## src/logic/prsc_pkg.sv

```systemverilog
// Purpose: Shared constants and types for the power, reset and sleep controller
// Assumes: One 125 MHz clock; all pins already synchronous to it
// Notes: Configuration capture width is a module parameter of the controller
package prsc_pkg;

   // ---------------------------------------------------------------
   // Timing
   // ---------------------------------------------------------------
   localparam int unsigned PRSC_CLK_PERIOD_PS = 8000;
   localparam int unsigned PRSC_OUT_RELEASE_CLKS = 2;
   localparam int unsigned PRSC_RST_PIPE_CLKS = 1;

   // ---------------------------------------------------------------
   // Reset values
   // ---------------------------------------------------------------
   localparam logic PRSC_RST_CORE_CLK_EN = 1'b0;
   localparam logic PRSC_RST_BUS_CLK_EN = 1'b0;
   localparam logic PRSC_RST_APIC_CLK_EN = 1'b0;

   // ---------------------------------------------------------------
   // Types
   // ---------------------------------------------------------------
   typedef enum logic [1:0]
   {
      PRSC_ST_RESET = 2'b00,
      PRSC_ST_RUN   = 2'b01,
      PRSC_ST_HALT  = 2'b10,
      PRSC_ST_SLEEP = 2'b11
   } prsc_state_t;

   typedef struct packed
   {
      logic core;
      logic bus;
      logic apic;
      logic pll;
   } prsc_clk_en_t;

   typedef struct packed
   {
      logic hard_reset_n;
      logic supply_ok_in;
      logic halt_clock_req_n;
      logic deep_idle_req_n;
      logic snoop_req;
      logic intr_req;
   } prsc_pins_t;

endpackage

```

## src/logic/prsc_ctrl.sv

```systemverilog
// Purpose: Power-good qualification, hard reset, clock-halt and deep idle control
// Assumes: Board logic keeps supply_ok and hard reset timing; one clock domain
// Notes: Clock gating is shown as enable outputs; the clock gates live elsewhere
`timescale 1ns/1ps
`default_nettype none

module prsc_ctrl
   import prsc_pkg::*;
#(
   parameter int unsigned CFG_W = 8
)
(
   input wire logic i_clk,
   input wire logic i_rst_b,
   input wire logic i_supply_ok_in,
   input wire logic i_hard_reset_n,
   input wire logic i_halt_clock_req_n,
   input wire logic i_deep_idle_req_n,
   input wire logic i_bclk_present,
   input wire logic i_snoop_req,
   input wire logic i_intr_req,
   input wire logic [CFG_W-1:0] i_cfg_pins,
   input wire logic i_bus_out_en_req,
   output logic o_int_reset,
   output logic o_cache_inval,
   output logic o_bus_out_en,
   output logic [CFG_W-1:0] o_cfg_opts,
   output logic o_cfg_valid,
   output logic o_halt_ack,
   output logic o_snoop_accept,
   output logic o_intr_accept,
   output logic o_core_clk_en,
   output logic o_bus_clk_en,
   output logic o_apic_clk_en,
   output logic o_pll_en,
   output logic [1:0] o_state
);

   // ---------------------------------------------------------------
   // State
   // ---------------------------------------------------------------
   typedef struct packed
   {
      prsc_state_t st;
      logic rst_seen;
      logic int_reset;
      logic cache_inval;
      logic bus_out_en;
      logic [CFG_W-1:0] cfg;
      logic cfg_valid;
      logic halt_ack;
      logic snoop_acc;
      logic intr_acc;
      prsc_clk_en_t clk_en;
   } prsc_ctrl_st_t;

   prsc_ctrl_st_t cur_ff;
   prsc_ctrl_st_t nxt_st;
   logic in_reset;

   // Supply loss forces reset whatever the reset pin says
   assign in_reset = !i_supply_ok_in || !i_hard_reset_n;

   // ---------------------------------------------------------------
   // Next state
   // ---------------------------------------------------------------
   always_comb
   begin
      nxt_st = cur_ff;
      nxt_st.halt_ack = 1'b0;
      nxt_st.rst_seen = in_reset;
      if (in_reset)
      begin
         // Known state, caches dropped without write-back
         nxt_st.st = PRSC_ST_RESET;
         nxt_st.int_reset = 1'b1;
         nxt_st.cache_inval = 1'b1;
         nxt_st.bus_out_en = 1'b0;
         nxt_st.snoop_acc = 1'b0;
         nxt_st.intr_acc = 1'b0;
         nxt_st.clk_en = '{core: PRSC_RST_CORE_CLK_EN, bus: PRSC_RST_BUS_CLK_EN,
                           apic: PRSC_RST_APIC_CLK_EN, pll: 1'b1};
      end
      else
      begin
         nxt_st.int_reset = 1'b0;
         nxt_st.cache_inval = 1'b0;
         if (cur_ff.rst_seen)
         begin
            // Rising edge of hard reset: latch the straps
            nxt_st.cfg = i_cfg_pins;
            nxt_st.cfg_valid = 1'b1;
         end
         unique case (cur_ff.st)
            PRSC_ST_RESET:
            begin
               nxt_st.st = PRSC_ST_RUN;
               nxt_st.clk_en = '{core: 1'b1, bus: 1'b1, apic: 1'b1, pll: 1'b1};
            end
            PRSC_ST_RUN:
            begin
               if (!i_halt_clock_req_n)
               begin
                  nxt_st.st = PRSC_ST_HALT;
                  nxt_st.halt_ack = 1'b1;
                  nxt_st.clk_en.core = 1'b0;
               end
            end
            PRSC_ST_HALT:
            begin
               if (!i_deep_idle_req_n)
               begin
                  nxt_st.st = PRSC_ST_SLEEP;
                  nxt_st.clk_en = '{core: 1'b0, bus: 1'b0, apic: 1'b0, pll: 1'b1};
               end
               else if (i_halt_clock_req_n)
               begin
                  nxt_st.st = PRSC_ST_RUN;
                  nxt_st.clk_en = '{core: 1'b1, bus: 1'b1, apic: 1'b1, pll: 1'b1};
               end
            end
            PRSC_ST_SLEEP:
            begin
               // Only request release and clock loss matter here; reset above
               if (i_deep_idle_req_n)
               begin
                  nxt_st.st = PRSC_ST_HALT;
                  nxt_st.clk_en = '{core: 1'b0, bus: 1'b1, apic: 1'b1, pll: 1'b1};
               end
               else if (!i_bclk_present)
               begin
                  nxt_st.clk_en.pll = 1'b0;
               end
               else
               begin
                  nxt_st.clk_en.pll = 1'b1;
               end
            end
         endcase
         // Halt keeps snooping and interrupts; sleep ignores both
         nxt_st.snoop_acc = (nxt_st.st != PRSC_ST_SLEEP) && i_snoop_req;
         nxt_st.intr_acc = (nxt_st.st != PRSC_ST_SLEEP) && i_intr_req;
         nxt_st.bus_out_en = i_bus_out_en_req && (nxt_st.st != PRSC_ST_SLEEP);
      end
   end

   always_ff @(posedge i_clk)
   begin
      if (!i_rst_b)
      begin
         cur_ff <= '0;
         cur_ff.st <= PRSC_ST_RESET;
         cur_ff.int_reset <= 1'b1;
         cur_ff.rst_seen <= 1'b1;
      end
      else
      begin
         cur_ff <= nxt_st;
      end
   end

   // ---------------------------------------------------------------
   // Outputs
   // ---------------------------------------------------------------
   assign o_int_reset = cur_ff.int_reset;
   assign o_cache_inval = cur_ff.cache_inval;
   assign o_bus_out_en = cur_ff.bus_out_en;
   assign o_cfg_opts = cur_ff.cfg;
   assign o_cfg_valid = cur_ff.cfg_valid;
   assign o_halt_ack = cur_ff.halt_ack;
   assign o_snoop_accept = cur_ff.snoop_acc;
   assign o_intr_accept = cur_ff.intr_acc;
   assign o_core_clk_en = cur_ff.clk_en.core;
   assign o_bus_clk_en = cur_ff.clk_en.bus;
   assign o_apic_clk_en = cur_ff.clk_en.apic;
   assign o_pll_en = cur_ff.clk_en.pll;
   assign o_state = cur_ff.st;
endmodule

`default_nettype wire

```

## config.mk

```make
export PLATFORM = sky130hd
export DESIGN_NAME = prsc_ctrl
export DESIGN_NICKNAME = d
export VERILOG_FILES = /design/src/logic/prsc_pkg.sv /design/src/logic/prsc_ctrl.sv
export SDC_FILE = /design/constraint.sdc
export NUM_CORES = 1
export LEC_CHECK = 0
export ABC_AREA = 1
export BUFFER_PORTS_ARGS = -buffer_cell sky130_fd_sc_hd__buf_4
export CAP_MARGIN = 30
export CORE_MARGIN = 2
export CORE_UTILIZATION = 46
export CTS_CLUSTER_DIAMETER = 150
export DETAILED_ROUTE_END_ITERATION = 16
export PLACE_DENSITY = 0.83
export SYNTH_ARGS = -nofsm -noshare
export SYNTH_HDL_FRONTEND = slang
export SYNTH_SLANG_ARGS = --single-unit
export TNS_END_PERCENT = 100
```

## constraint.sdc

```tcl
create_clock -name i_clk -period 1.63 [get_ports i_clk]
set_input_delay 0.163 -clock i_clk [delete_from_list [all_inputs] [get_ports i_clk]]
set_output_delay 0.163 -clock i_clk [all_outputs]
set_load 0.1 [all_outputs]
```

==> impl_metrics.yaml <==
critical_path:
  rr_endpoint: "o_core_clk_en"
  slowest_delay_ps: 460
  crit_buf_inv: 1
  reg2regPathDepth: 3
  cp-start-kind: "flop"
  arrival_ps: 1080
  cp_slowest_cell: "dfxtp_2"
  crit_path_cell_trace: "buf_4"
  startpoint: "o_state[0]"
  r2r-start: "o_state[0]"
  crit_path_max_fanout: 10
  critical_path_class: "reg -> out"
  cp.required_ps: 1470
  critical-path-top-delay-family: "flip-flops"
  r2r_setup_slack_ps: 640
  worstSetupEndpointType: "output port"
timing:
  maxSlewViolCount: 0
  fin_crit_ps: 1240
  rsz0062_at_grt: "no"
  setup_viol: 0
  setup_ws_ps: 390
  slew_headroom_pct: 78.4
  tightestPinTransition_ps: 324
  fin_skew_ps: 1.87
  fmax_mhz: 806
  setup_tns_ps: 0
  fin_crit_sh_pct: 76.1
  hold_violations: 0
flow_run:
  cap_violations: 0
synth:
  syn_area_sq_um: 787
  yosysTopAreaCellShare_pct: 50.9
  synth.area.top_cells: "dfxtp_1 (51%), nand3_1 (10%), nand2_1 (8.1%)"
  seq_area_frac_synth_pct: 50.9
  ys_top_cells_by_count: "dfxtp_1 (20), nand2_1 (17), nand3_1 (16), a21oi_1 (11), inv_1 (5)"
  ys_async_sr_fraction_pct: 0
  synth_flop_cell: "dfxtp_1"
  ys_types: 21
  synth_edf_count: 0
  yosysWarnings: 0
  synthCells: 95
  yosysMostFrequentCell: "dfxtp_1"
  synth_seq_cells: 20
  synth_top_area_cell: "dfxtp_1"
  postSynthNetCount: 113
  avgSynthCellArea_sq_um: 8.28
die:
  rows: 14
  die_x_microns: 45.4
  core_sq_um: 1560
  start_util_pct: 50.5
  dieArea_sq_um: 2060
  design.portCount: 39
  die_height_microns: 45.4
clock_network:
  cts_max_level: 1
  cts_buffers: 3
  cts_resized: 0
  ctsHoldBuffers: 0
  clockRootBuffer: "clkbuf_4"
  cts_tree: "yes"
  cts_setup_buffers: 0
  clock_sinks: 20
  clk_path_buf_depth: 2
  clk_latency_ps: 290
  path_clk_slew_ps: 100
route:
  firstDrtPassIters: 4
  wl_met1_microns: 760
  wirelength_microns: 1850
  routed-wl-met2_microns: 959
  top_layer: "met4"
  drtIter0Drc: 23
  drcViolationCount: 0
  via_per_inst: 5.31
  routedWlPerCell_microns: 12.6
  met3_length_microns: 113
  drtAntennaViolNets: 0
  vias: 781
min_path:
  holdPathStages: 2
  hold_path.class: "in -> reg"
  min_from: "i_halt_clock_req_n"
  hold-path-endpoint: "o_halt_ack"
grt:
  globalRouteTotalUtil_pct: 19.1
  grt_max_degree: 15
  antenna_found_initial: 0
  grt_pass1_vias: 662
  gr-total-overflow: 0
  grt_pass1_wl_microns: 2790
final_layout:
  antennaDiodeCount: 0
  fin_nets: 151
  drive_gt1_share_pct: 41.2
  syn2layout_area_growth_pct: 38.0
  num-fill-cells: 134
outcome:
  status: "finished, final reports clean"
pwr:
  peakVddDrop_mv: 0.570
  power_density_nw_per_um2: 937
  p_leak_nw: 0.499
place:
  port_buffers: 38
  pre_cts_ws_ps: 607
  dpl.hpwl_microns: 1420
  finalWeightedCongestion: 0.766
==> power breakdown <==
group          internal [W]  leakage [nW]  switching [W]
Clock             0.0000859        0.0138       0.000136
Combinational     0.0000687         0.321       0.000203
Sequential         0.000509         0.164      0.0000146
Total              0.000664         0.499       0.000353
==> stage by stage <==
| step | hold WS (ps) | util (%) | instance area (sq um) | cells | total power [W] |
|---|---|---|---|---|---|
| floorplan | 242 | - | 791 | 95 | 0.000734 |
| global placement | 386 | 68.2 | 1060 | 144 | 0.000803 |
| detailed placement | 389 | 68.2 | 1060 | 144 | 0.000807 |
| CTS | 68.6 | 69.7 | 1090 | 147 | 0.00102 |
| global route | 54.8 | 69.7 | 1090 | 147 | 0.00106 |
| finish | 81.4 | 69.7 | 1090 | 147 | 0.00102 |
==> per-layer routing <==
metal  vias up  track usage, %
met3         2            5.20
met5         -               0
met4         0            7.06
met1       354            23.6
met2        38            31.7
li1        387               -
==> area by class of cell <==
class | instances | area, sq um | area share [%]
clock buffer | 3 | 22.5 | 2.07
inverter | 8 | 30.0 | 2.76
multi-input combinational | 62 | 324 | 29.8
sequential | 20 | 404 | 37.2
tap | 16 | 20.0 | 1.84
timing repair buffer | 38 | 285 | 26.3
==> worst reg2reg max path: stages, from the launching register on <==
cell	delay (ps)
dfxtp_2	390
o21ai_0	240
o211ai_1	150
a21oi_2	150
==> worst max path at each step <==
stage / end / slack, ps / depth (start not counted)
after floorplan: o_bus_clk_en / 90 / 1
after global placement: o_cfg_opts[3] / 640 / 6
after detailed placement: o_snoop_accept / 610 / 5
after CTS: o_state[0] / 380 / 1
after global routing: o_state[0] / 330 / 1
final: o_state[0] / 390 / 1
==> cell usage in the layout, fill, tap and decap left out <==
master | synthesis | layout
a21oi_1 | 11 | 11
a21oi_2 | 2 | 2
a31oi_1 | 1 | 1
buf_4 | 1 | 38
clkbuf_4 | 0 | 3
dfxtp_1 | 20 | 17
dfxtp_2 | 0 | 3
inv_1 | 5 | 5
inv_2 | 3 | 3
nand2_1 | 17 | 17
nand2_2 | 2 | 2
nand3_1 | 16 | 16
nand3b_1 | 1 | 1
nor2_1 | 2 | 2
nor2_2 | 1 | 1
nor2_4 | 2 | 2
nor3_1 | 1 | 1
nor3b_1 | 3 | 3
o211ai_1 | 1 | 1
o21ai_0 | 2 | 2
==> state kept, by name (all words and copies together) (netlist names) <==
name	flops
o_snoop_accept	1
o_state	2
o_bus_out_en	1
o_pll_en	1
o_core_clk_en	1
o_cache_inval	1
o_cfg_valid	1
cur_ff	1
o_bus_clk_en	1
o_intr_accept	1
o_halt_ack	1
o_cfg_opts	8
==> logic make-up (layout without fill, tap and decap cells) <==
logic type	Yosys count	in the layout	synth area share [%]
buf+inv	13	49	7.95
simple gates	45	45	28.9
compound gates	17	17	12.2
flops	20	20	50.9
(Power assumes the default switching activity.)
